`src/hw/dma4_params.svh`:
```
// register offsets, field positions, reset values and target decode of the dma control block
// assumes a 12-bit apb byte address and 16-bit wide channel registers
`ifndef DMA4_PARAMS_SVH
`define DMA4_PARAMS_SVH

// ********************************************************************
// register map: channel n at n*0x20, register index in paddr[4:2]
// ********************************************************************
`define CH_STRIDE_SHIFT 5
`define IDX_SRC_HI 3'h0
`define IDX_SRC_LO 3'h1
`define IDX_DST_HI 3'h2
`define IDX_DST_LO 3'h3
`define IDX_COUNT 3'h4
`define IDX_DIR 3'h5
`define IDX_CTRL 3'h6
`define IDX_TRIG 3'h7
`define OFF_WAIT_CTRL 12'h080

// ********************************************************************
// field positions
// ********************************************************************
`define CTRL_ENABLE 0
`define CTRL_INIT 1
`define CTRL_SW_TRIG 2
`define CTRL_TC 7
`define TRIG_PENDING 7
`define DIR_HALFWORD 14
`define DIR_SRC_HI 7
`define DIR_SRC_LO 6
`define DIR_DST_HI 5
`define DIR_DST_LO 4
`define HI_ADDR_TOP 9

// ********************************************************************
// reset values and target decode
// ********************************************************************
`define WAIT_CTRL_RESET 8'h77
`define TRIG_FIELD_RESET 6'h00
`define TGT_SPACE_BIT_HI 25
`define TGT_SPACE_BIT_LO 24
`define TGT_ONCHIP_SPACE 2'h3
`define TGT_PIO_BIT 23
`define LAST_TRANSFER 16'h0001

`endif

```
`src/hw/dma4_pkg.sv`:
```
// types shared by the dma control block
// assumes nothing beyond a systemverilog compiler
`default_nettype none
package dma4_pkg;

  // transfer engine states, one-hot
  typedef enum logic [3:0] {
    st_idle  = 4'b0001,
    st_read  = 4'b0010,
    st_gap   = 4'b0100,
    st_write = 4'b1000
  } xfer_state_t;

  // which bus a transfer address belongs to
  typedef enum logic [1:0] {
    tgt_ext = 2'h0,
    tgt_ram = 2'h1,
    tgt_pio = 2'h2
  } target_t;

endpackage : dma4_pkg
`default_nettype wire

```
`src/hw/fixed_prio_pick.sv`:
```
// fixed priority picker: lowest index wins
// assumes a combinational consumer that registers the result
`default_nettype none
module fixed_prio_pick (
  input wire logic [3:0] req,
  output logic any,
  output logic [1:0] idx
);

  // ********************************************************************
  // priority encode
  // ********************************************************************
  // channel 0 is checked last so it overrides the others
  always_comb begin
    any = |req;
    idx = 2'h0;
    if (req[3]) idx = 2'h3;
    if (req[2]) idx = 2'h2;
    if (req[1]) idx = 2'h1;
    if (req[0]) idx = 2'h0;
  end

endmodule : fixed_prio_pick
`default_nettype wire

```
`src/hw/dma4_ctrl.sv`:
```
// four channel dma control: apb registers, request handling, arbitration, transfer engine
// assumes one 100 mhz clock, a memory port that answers with mem_ready,
// and hardware requests that are one-cycle pulses per channel
`include "dma4_params.svh"
`default_nettype none

// Behaviour
// - four channels, each with own address, count, direction and control registers
// - a request for the channel now transferring is dropped, not queued
// - several requests: highest granted, lower ones stay pending for next slot
// - reading control clears the terminal-count flag that was shown
// - count reads initial value after good init, else remaining value
// - enable low halts channel; enable high resumes where it stopped
// - trigger register pending flag reads zero when no accepted request waits
// - odd addresses of halfword transfers have their lowest bit forced to zero
// - dma outranks cpu; cpu waits for busy target until cycle ends
// - external-to-peripheral transfer lets cpu reach internal ram freely
// - external-to-external transfer lets cpu reach ram and peripherals
// - mode 00 increments source; halves update live after each transfer
// - fixed priority channel 0 highest, re-checked every transfer slot
// - terminal count clears enable, sets flag, pulses transfer-end request
// - read cycle, exactly one idle clock, then write cycle
module dma4_ctrl
  import dma4_pkg::*;
(
  input wire logic pclk,
  input wire logic presetn,
  input wire logic psel,
  input wire logic penable,
  input wire logic pwrite,
  input wire logic [11:0] paddr,
  input wire logic [31:0] pwdata,
  output logic [31:0] prdata,
  output logic pready,
  output logic pslverr,
  input wire logic [3:0] hw_req,
  output logic [25:0] mem_addr,
  output logic mem_rd,
  output logic mem_wr,
  output logic mem_halfword,
  output logic [15:0] mem_wdata,
  input wire logic [15:0] mem_rdata,
  input wire logic mem_ready,
  input wire logic cpu_req,
  input wire logic [25:0] cpu_addr,
  output logic cpu_wait,
  output logic [3:0] transfer_end_irq,
  output logic [7:0] wait_ctrl
);

  // ********************************************************************
  // helpers
  // ********************************************************************
  // halfword transfers drop the odd bit; byte transfers keep it
  function automatic logic [25:0] eff_addr(input logic [15:0] hi, input logic [15:0] lo,
                                           input logic hw);
    eff_addr = {hi[`HI_ADDR_TOP:0], lo[15:1], lo[0] & ~hw};
  endfunction : eff_addr

  function automatic logic [25:0] step_of(input logic [1:0] mode, input logic hw);
    case (mode)
      2'b00: step_of = hw ? 26'h0000002 : 26'h0000001;
      2'b01: step_of = hw ? 26'h3fffffe : 26'h3ffffff;
      default: step_of = 26'h0000000;
    endcase
  endfunction : step_of

  function automatic target_t target_of(input logic [25:0] a);
    if (a[`TGT_SPACE_BIT_HI:`TGT_SPACE_BIT_LO] != `TGT_ONCHIP_SPACE) target_of = tgt_ext;
    else if (a[`TGT_PIO_BIT]) target_of = tgt_pio;
    else target_of = tgt_ram;
  endfunction : target_of

  // ********************************************************************
  // state declarations
  // ********************************************************************
  logic [15:0] src_hi_q [4], src_hi_d [4];
  logic [15:0] src_lo_q [4], src_lo_d [4];
  logic [15:0] dst_hi_q [4], dst_hi_d [4];
  logic [15:0] dst_lo_q [4], dst_lo_d [4];
  logic [15:0] cnt_init_q [4], cnt_init_d [4];
  logic [15:0] cnt_rem_q [4], cnt_rem_d [4];
  logic [15:0] dir_q [4], dir_d [4];
  logic [5:0] trig_q [4], trig_d [4];
  logic [3:0] en_q, en_d, tc_q, tc_d, pend_q, pend_d, irq_q, irq_d;
  logic [7:0] wait_q, wait_d;
  logic [31:0] rd_q, rd_d;
  logic rdy_q, rdy_d, err_q, err_d;
  xfer_state_t st_q, st_d;
  logic [1:0] act_q, act_d;
  logic [15:0] data_q, data_d, mwd_q, mwd_d;
  logic [25:0] maddr_q, maddr_d;
  logic mrd_q, mrd_d, mwr_q, mwr_d, mhw_q, mhw_d, cwait_q, cwait_d;
  target_t stgt_q, stgt_d, dtgt_q, dtgt_d;
  logic [3:0] cand, start_mask;
  logic pick_any, grant_take, xfer_done;
  logic [1:0] pick_idx;
  logic setup, access, wr_go, rd_go, chan_sel;
  logic [1:0] ch;
  logic [2:0] ridx;

  assign prdata = rd_q;
  assign pready = rdy_q;
  assign pslverr = err_q;
  assign mem_addr = maddr_q;
  assign mem_rd = mrd_q;
  assign mem_wr = mwr_q;
  assign mem_halfword = mhw_q;
  assign mem_wdata = mwd_q;
  assign cpu_wait = cwait_q;
  assign transfer_end_irq = irq_q;
  assign wait_ctrl = wait_q;

  // apb phase decode, shared by read mux and write path
  assign setup = psel & ~penable;
  assign access = psel & penable & rdy_q;
  assign chan_sel = (paddr[11:7] == 5'h00);
  assign ch = paddr[6:`CH_STRIDE_SHIFT];
  assign ridx = paddr[4:2];
  assign wr_go = access & pwrite & ~err_q;
  assign rd_go = access & ~pwrite & ~err_q;

  // ********************************************************************
  // arbitration
  // ********************************************************************
  // disabled or finished channels keep their pending bit but are not served
  assign cand = pend_q & en_q & ~tc_q;

  fixed_prio_pick u_pick (
    .req(cand),
    .any(pick_any),
    .idx(pick_idx)
  );

  // ********************************************************************
  // apb slave: no wait states, read data captured in setup
  // ********************************************************************
  always_comb begin
    rd_d = 32'h00000000;
    err_d = 1'b0;
    rdy_d = setup;
    if (setup) begin
      if (chan_sel) begin
        case (ridx)
          `IDX_SRC_HI: rd_d[15:0] = src_hi_q[ch];
          `IDX_SRC_LO: rd_d[15:0] = src_lo_q[ch];
          `IDX_DST_HI: rd_d[15:0] = dst_hi_q[ch];
          `IDX_DST_LO: rd_d[15:0] = dst_lo_q[ch];
          `IDX_COUNT: rd_d[15:0] = cnt_rem_q[ch];
          `IDX_DIR: rd_d[15:0] = dir_q[ch];
          `IDX_CTRL: begin
            rd_d[`CTRL_ENABLE] = en_q[ch];
            rd_d[`CTRL_TC] = tc_q[ch];
          end
          `IDX_TRIG: begin
            rd_d[5:0] = trig_q[ch];
            rd_d[`TRIG_PENDING] = pend_q[ch];
          end
          default: rd_d = 32'h00000000;
        endcase
      end else if (paddr == `OFF_WAIT_CTRL) begin
        rd_d[7:0] = wait_q;
      end else begin
        err_d = 1'b1;
      end
    end
  end

  always_ff @(posedge pclk or negedge presetn) begin
    if (!presetn) begin
      rd_q <= 32'h00000000;
      rdy_q <= 1'b0;
      err_q <= 1'b0;
    end else begin
      rd_q <= rd_d;
      rdy_q <= rdy_d;
      err_q <= err_d;
    end
  end

  // ********************************************************************
  // transfer engine
  // ********************************************************************
  // the idle state between transfers hands the bus back to the cpu
  always_comb begin
    st_d = st_q;
    act_d = act_q;
    data_d = data_q;
    maddr_d = maddr_q;
    mrd_d = mrd_q;
    mwr_d = mwr_q;
    mhw_d = mhw_q;
    mwd_d = mwd_q;
    stgt_d = stgt_q;
    dtgt_d = dtgt_q;
    grant_take = 1'b0;
    xfer_done = 1'b0;
    case (st_q)
      st_idle: begin
        if (pick_any) begin
          grant_take = 1'b1;
          act_d = pick_idx;
          mhw_d = dir_q[pick_idx][`DIR_HALFWORD];
          maddr_d = eff_addr(src_hi_q[pick_idx], src_lo_q[pick_idx], mhw_d);
          stgt_d = target_of(maddr_d);
          dtgt_d = target_of(eff_addr(dst_hi_q[pick_idx], dst_lo_q[pick_idx], mhw_d));
          mrd_d = 1'b1;
          st_d = st_read;
        end
      end
      st_read: begin
        if (mem_ready) begin
          data_d = mem_rdata;
          mrd_d = 1'b0;
          st_d = st_gap;
        end
      end
      st_gap: begin
        maddr_d = eff_addr(dst_hi_q[act_q], dst_lo_q[act_q], mhw_q);
        mwd_d = data_q;
        mwr_d = 1'b1;
        st_d = st_write;
      end
      st_write: begin
        if (mem_ready) begin
          mwr_d = 1'b0;
          xfer_done = 1'b1;
          st_d = st_idle;
        end
      end
      default: begin
        st_d = st_idle;
        mrd_d = 1'b0;
        mwr_d = 1'b0;
      end
    endcase
  end

  always_ff @(posedge pclk or negedge presetn) begin
    if (!presetn) begin
      st_q <= st_idle;
      act_q <= 2'h0;
      data_q <= 16'h0000;
      maddr_q <= 26'h0000000;
      mrd_q <= 1'b0;
      mwr_q <= 1'b0;
      mhw_q <= 1'b0;
      mwd_q <= 16'h0000;
      stgt_q <= tgt_ext;
      dtgt_q <= tgt_ext;
    end else begin
      st_q <= st_d;
      act_q <= act_d;
      data_q <= data_d;
      maddr_q <= maddr_d;
      mrd_q <= mrd_d;
      mwr_q <= mwr_d;
      mhw_q <= mhw_d;
      mwd_q <= mwd_d;
      stgt_q <= stgt_d;
      dtgt_q <= dtgt_d;
    end
  end

  // ********************************************************************
  // cpu bus arbitration
  // ********************************************************************
  // only targets the running transfer touches make the cpu wait
  always_comb begin
    cwait_d = cpu_req & (st_q != st_idle) &
              ((target_of(cpu_addr) == stgt_q) | (target_of(cpu_addr) == dtgt_q));
  end

  always_ff @(posedge pclk or negedge presetn) begin
    if (!presetn) cwait_q <= 1'b0;
    else cwait_q <= cwait_d;
  end

  // ********************************************************************
  // channel registers, requests and terminal count
  // ********************************************************************
  // a request for the running or just-granted channel is dropped
  always_comb begin
    start_mask = 4'h0;
    if (st_q != st_idle) start_mask[act_q] = 1'b1;
    if (grant_take) start_mask[pick_idx] = 1'b1;
  end

  // hardware updates come after software writes so they win
  always_comb begin
    logic [25:0] na;
    logic [3:0] req_in;
    na = 26'h0000000;
    req_in = hw_req;
    src_hi_d = src_hi_q;
    src_lo_d = src_lo_q;
    dst_hi_d = dst_hi_q;
    dst_lo_d = dst_lo_q;
    cnt_init_d = cnt_init_q;
    cnt_rem_d = cnt_rem_q;
    dir_d = dir_q;
    trig_d = trig_q;
    en_d = en_q;
    tc_d = tc_q;
    pend_d = pend_q;
    irq_d = 4'h0;
    wait_d = wait_q;
    if (grant_take) pend_d[pick_idx] = 1'b0;
    if (wr_go && !chan_sel) wait_d = pwdata[7:0];
    if (wr_go && chan_sel) begin
      case (ridx)
        `IDX_SRC_HI: src_hi_d[ch] = pwdata[15:0];
        `IDX_SRC_LO: src_lo_d[ch] = pwdata[15:0];
        `IDX_DST_HI: dst_hi_d[ch] = pwdata[15:0];
        `IDX_DST_LO: dst_lo_d[ch] = pwdata[15:0];
        `IDX_COUNT: begin
          cnt_init_d[ch] = pwdata[15:0];
          cnt_rem_d[ch] = pwdata[15:0];
        end
        `IDX_DIR: dir_d[ch] = pwdata[15:0];
        `IDX_CTRL: begin
          en_d[ch] = pwdata[`CTRL_ENABLE];
          req_in[ch] = hw_req[ch] | pwdata[`CTRL_SW_TRIG];
          if (pwdata[`CTRL_INIT] && !(st_q != st_idle && act_q == ch)) begin
            pend_d[ch] = 1'b0;
            cnt_rem_d[ch] = cnt_init_q[ch];
            tc_d[ch] = 1'b0;
          end
        end
        `IDX_TRIG: trig_d[ch] = pwdata[5:0];
        default: trig_d[ch] = trig_q[ch];
      endcase
    end
    // only the flag value that the read returned is cleared
    if (rd_go && chan_sel && ridx == `IDX_CTRL && rd_q[`CTRL_TC]) tc_d[ch] = 1'b0;
    if (xfer_done) begin
      na = eff_addr(src_hi_q[act_q], src_lo_q[act_q], mhw_q) +
           step_of(dir_q[act_q][`DIR_SRC_HI:`DIR_SRC_LO], mhw_q);
      src_lo_d[act_q] = na[15:0];
      src_hi_d[act_q] = {src_hi_q[act_q][15:10], na[25:16]};
      na = eff_addr(dst_hi_q[act_q], dst_lo_q[act_q], mhw_q) +
           step_of(dir_q[act_q][`DIR_DST_HI:`DIR_DST_LO], mhw_q);
      dst_lo_d[act_q] = na[15:0];
      dst_hi_d[act_q] = {dst_hi_q[act_q][15:10], na[25:16]};
      cnt_rem_d[act_q] = cnt_rem_q[act_q] - 16'h0001;
      if (cnt_rem_q[act_q] == `LAST_TRANSFER) begin
        cnt_rem_d[act_q] = cnt_init_q[act_q];
        en_d[act_q] = 1'b0;
        tc_d[act_q] = 1'b1;
        irq_d[act_q] = 1'b1;
      end
    end
    // accepted only while enabled, unfinished, not pending and not running
    pend_d = pend_d | (req_in & en_q & ~tc_q & ~pend_q & ~start_mask);
  end

  always_ff @(posedge pclk or negedge presetn) begin
    if (!presetn) begin
      for (int i = 0; i < 4; i++) begin
        src_hi_q[i] <= 16'h0000;
        src_lo_q[i] <= 16'h0000;
        dst_hi_q[i] <= 16'h0000;
        dst_lo_q[i] <= 16'h0000;
        cnt_init_q[i] <= 16'h0000;
        cnt_rem_q[i] <= 16'h0000;
        dir_q[i] <= 16'h0000;
        trig_q[i] <= `TRIG_FIELD_RESET;
      end
      en_q <= 4'h0;
      tc_q <= 4'h0;
      pend_q <= 4'h0;
      irq_q <= 4'h0;
      wait_q <= `WAIT_CTRL_RESET;
    end else begin
      src_hi_q <= src_hi_d;
      src_lo_q <= src_lo_d;
      dst_hi_q <= dst_hi_d;
      dst_lo_q <= dst_lo_d;
      cnt_init_q <= cnt_init_d;
      cnt_rem_q <= cnt_rem_d;
      dir_q <= dir_d;
      trig_q <= trig_d;
      en_q <= en_d;
      tc_q <= tc_d;
      pend_q <= pend_d;
      irq_q <= irq_d;
      wait_q <= wait_d;
    end
  end
endmodule : dma4_ctrl
`default_nettype wire

```
`config.mk`:
```
export PLATFORM = sky130hd
export DESIGN_NAME = dma4_ctrl
export DESIGN_NICKNAME = d
export VERILOG_FILES = /design/src/hw/dma4_pkg.sv /design/src/hw/fixed_prio_pick.sv /design/src/hw/dma4_ctrl.sv
export VERILOG_INCLUDE_DIRS = /design/src /design/src/hw
export SDC_FILE = /design/constraint.sdc
export NUM_CORES = 2
export LEC_CHECK = 0
export BUFFER_PORTS_ARGS = -buffer_cell sky130_fd_sc_hd__buf_2
export CORE_ASPECT_RATIO = 0.9
export CORE_MARGIN = 5
export CORE_UTILIZATION = 40
export CTS_CLUSTER_DIAMETER = 60
export DETAILED_ROUTE_END_ITERATION = 7
export PLACE_DENSITY = 0.54
export SYNTH_ARGS = -nofsm -noshare
export SYNTH_HDL_FRONTEND = slang
export SYNTH_HIERARCHICAL = 1
export SYNTH_SLANG_ARGS = --single-unit
```
`constraint.sdc`:
```
create_clock -name pclk -period 5.75 [get_ports pclk]
set_clock_uncertainty 0.2 [all_clocks]
set_input_delay 1.4375 -clock pclk [delete_from_list [all_inputs] [get_ports pclk]]
set_output_delay 1.4375 -clock pclk [all_outputs]
set_load 0.005 [all_outputs]
```
==> results.md <==
- Max capacitance violation total: 0
- Crit. End Element: register
- Number of buffers inserted by port buffering: ~130
- Total via count after detailed routing: approximately 30,000
- Number of post-CTS setup repair buffers: 0
- Reg-to-reg critical path startpoint: act_q[0]$_DFFE_PN0P_
- Count of final setup violators: 0
- Synthesized area per cell: approximately 11 µm²
- Count of placed standard cells including taps: 4,693
- Clk sink count: slightly below 600
- Synthesis Warnings: 6
- Number of cells produced by synthesis: around 3,500
- Min-Delay Endpoint: mem_wdata[1]$_DFFE_PN0P_
- Starting density of the core: 40.4%
- Antenna violation net count after detailed routing: 0
- Worst EP arrival: 5080 ps
- Share of post-route cells with drive strength above 1: approximately a quarter
- Total I/O pin count: between 150 and 200
- Fill cell total of the finished layout: 8,588
- Clk slew on worst S/H paths: around 60 ps
- Peak ir drop on the vdd network: 0.179 mV
- Die Y-Extent: around 300 µm
- Max-slew violations: 0
- Number of buffer and inverter stages on the critical path: 1
- Delay of the slowest cell on the worst path: 690 ps
- Later-pin clock latency in the skew report: 640 ps
- Lkg Pwr: roughly 19 nW
- Final Util: between 40% and 50%
- Async SR Flop Fraction: between 90% and 100%
- Highest-count cells in the layout ignoring fill and taps: sky130_fd_sc_hd__dfrtp_1 (577), sky130_fd_sc_hd__nand2_1 (478), sky130_fd_sc_hd__mux4_2 (242)
- Final hold vios: 0
- Core Footprint: between 0.09 and 0.1 mm²
- Routability cong.: about 0.93
- Share of the cycle needed by the critical path after routing: 83.5%
- Cts bufs inserted: 75
- Class of the most critical setup path: register to register
- Run status: completed
- Min-Delay Startpoint: data_q[1]$_DFFE_PN0P_
- H-tree levels: 3
- Worst rel slew slack: around 22%
- Most common library cell in the layout ignoring fill and taps: sky130_fd_sc_hd__dfrtp_1
- Setup_tns: 0 ps
- Total DRC errors in the routed layout: 0
- Non-Filler Cell Area, Final: 0.0416 mm²
- Pre-CTS worst setup slack: 1010 ps
- Top achievable clock speed: 208 MHz
- Count of flip-flops with a built-in enable after synthesis: 0
- Die Outline Area: a little under 0.1 mm²
- Worst path top cell family by delay: simple AND/OR/NAND/NOR gates
- Half-perimeter wire length after placement: roughly 90,000 µm
- Number of logic stages on the critical path including buffering: 11
- # rows: 105
- Largest net degree at the start of global routing: roughly 130
- Gate power share: under 10%
- Max FO, Critical Path: 17
- CTS Hold Bufs: 0
- Number of global-route vias before repair: 28,792
- CTS-repair resized insts: 0
- Total power after layout: roughly 9.6 mW
- Sequential area share after synthesis: 39.8%
- First drt pass iteration count: 8
- Total internal power: about 7.3 mW
- Worst reg2reg path endpoint: src_hi_q[52]$_DFF_PN0_
- Hold slack final: roughly 260 ps
- Worst slew pin tran: between 1000 and 1500 ps
- Register bit total from synthesis: slightly below 600
- Switching part of the total power: around 24%
- Switch Pwr: 2.34 mW
- Synthesized cell area: 0.0369 mm²
- Max Buffers Root-to-Sink: 3
- Relative contribution of sequential cells to total power: between 40 and 50%
- Detailed-route wire length per cell: between 20 and 30 µm
- Final std cells w/o fill: 4,831
- Area added between synthesis and finish: 12.8%
- Worst hold path type: register to register
- Number of distinct library cells after synthesis: between 80 and 90
- RSZ-0062 raised after global routing: false
- Total grt overflow: 0
- First-iteration detailed-routing DRC count: 3,211
- Global-route usage over all layers: ~27%
- Per-cell via count in the routed design: 6.24
- TritonCTS clock tree: done
- Initial antenna violation count: 1
- Smallest setup slack after layout: approximately 950 ps
- FF-to-FF path depth: 11
- Number of nets in the final layout: 3,691
- Commonest register cell after synthesis: sky130_fd_sc_hd__dfrtp_1
- Buffer cell driving the clock tree root: sky130_fd_sc_hd__clkbuf_16
- Required time at the worst-slack endpoint: about 6000 ps
- Fin crit period: approximately 4800 ps
- Setup slack on the worst flop-to-flop path: about 950 ps
- Critical Path Slowest Stage Cell: sky130_fd_sc_hd__dfrtp_4
- Sum of routed wire length over all layers: approximately 140,000 µm
- Global-route wire length before repair: around 200,000 µm
- Die width: around 330 µm
- Clock share of power: 51.8%
- Power Dens Cells: between 200 and 250 mW/mm²
- Crit path cell chain: mux4_2 -> nor2b_2 -> buf_4 -> ha_1 -> or4_1 -> o21ai_0 -> nor3_1 -> o21a_1 -> or2_2 -> xnor2_1 -> mux2i_1
- Cell Area, Placed: 0.0391 mm²
- CP Launch Type: register
- Hold Path Cell Cnt: 2
-- power by group through the flow --
| stage | Combinational [mW] | Sequential [mW] | Clock [mW] |
|---|---|---|---|
| detailed placement | 0.475 | 4.24 | 0 |
| CTS | 0.475 | 4.17 | 5.05 |
| floorplan | 0.215 | 4.24 | 0 |
| global placement | 0.475 | 4.24 | 0 |
| finish | 0.475 | 4.17 | 4.99 |
| global route | 0.505 | 4.17 | 5.23 |
-- registers in the layout (all words and copies together) (netlist names), 2 cells and up --
signal	count
cnt_init_q	64
cnt_rem_q	64
dir_q	64
dst_hi_q	64
dst_lo_q	64
src_hi_q	64
src_lo_q	64
mem_addr	26
trig_q	24
data_q	16
mem_wdata	16
prdata	16
wait_ctrl	8
en_q	4
pend_q	4
st_q	4
tc_q	4
transfer_end_irq	4
act_q	2
dtgt_q	2
stgt_q	2
-- layout make-up --
cell class | instances | area [µm²] | area share, %
multi-input cells | 2588 | 21000 | 50.3
flip-flops and latches | 586 | 14700 | 35.2
clock buffers | 101 | 2120 | 5.08
repair buffers | 255 | 1760 | 4.22
well taps | 1230 | 1540 | 3.70
clock inverters | 36 | 470 | 1.13
inverters | 34 | 128 | 0.306
diodes | 1 | 2.50 | 0.00601
-- cells in the mapped netlist (42+ instances only) --
cell type | count | area [µm²]
sky130_fd_sc_hd__a211oi_1 | 67 | 503
sky130_fd_sc_hd__a21o_1 | 42 | 315
sky130_fd_sc_hd__a21oi_1 | 237 | 1190
sky130_fd_sc_hd__a22oi_1 | 58 | 435
sky130_fd_sc_hd__clkbuf_1 | 234 | 878
sky130_fd_sc_hd__dfrtp_1 | 579 | 14500
sky130_fd_sc_hd__ha_1 | 52 | 651
sky130_fd_sc_hd__mux2_2 | 197 | 2220
sky130_fd_sc_hd__mux2i_1 | 212 | 2120
sky130_fd_sc_hd__mux4_2 | 242 | 5450
sky130_fd_sc_hd__nand2_1 | 478 | 1790
sky130_fd_sc_hd__nand3_1 | 52 | 260
sky130_fd_sc_hd__nor2_1 | 170 | 638
sky130_fd_sc_hd__nor2b_1 | 55 | 344
sky130_fd_sc_hd__o21ai_0 | 238 | 1190
sky130_fd_sc_hd__o22a_1 | 50 | 438
-- layer usage --
metal  vias to the layer above  GRT usage (%)  routed length [µm]
li1                      13173              -                   -
met1                     15451           38.3               58300
met2                      1284           41.4               61100
met3                       224           5.37               11600
met4                         0           9.11                4710
met5                         -              0                   0
-- worst reg2reg max path: stages, from the launching register on --
cell and delay [ps]:
sky130_fd_sc_hd__dfrtp_4 690, sky130_fd_sc_hd__mux4_2 660, sky130_fd_sc_hd__nor2b_2 530, sky130_fd_sc_hd__buf_4 280
sky130_fd_sc_hd__ha_1 300, sky130_fd_sc_hd__or4_1 480, sky130_fd_sc_hd__o21ai_0 170, sky130_fd_sc_hd__nor3_1 150
sky130_fd_sc_hd__o21a_1 330, sky130_fd_sc_hd__or2_2 370, sky130_fd_sc_hd__xnor2_1 380, sky130_fd_sc_hd__mux2i_1 120
-- how the worst max path moves through the flow --
stage | from | endpoint
2_1_floorplan | act_q[0]$_DFFE_PN0P_ | src_hi_q[38]$_DFF_PN0_
3_3_place_gp | act_q[0]$_DFFE_PN0P_ | src_hi_q[55]$_DFF_PN0_
3_5_place_dp | act_q[0]$_DFFE_PN0P_ | src_hi_q[52]$_DFF_PN0_
4_1_cts | act_q[0]$_DFFE_PN0P_ | src_hi_q[52]$_DFF_PN0_
5_1_grt | act_q[0]$_DFFE_PN0P_ | src_hi_q[55]$_DFF_PN0_
6_report | act_q[0]$_DFFE_PN0P_ | src_hi_q[52]$_DFF_PN0_
-- logic make-up after synthesis --
group,after synthesis,synth area share [%]
buffers and inverters,347,3.89
flip-flops,586,39.8
multiplexers,654,26.7
XOR/XNOR,45,1.07
adder cells (fa/ha/maj),54,1.87
other,1,0.0102
AND/OR/NAND/NOR,918,11.1
AO/OA/AOI/OAI,901,15.5
No activity file was read; power rests on OpenSTA's default activity.
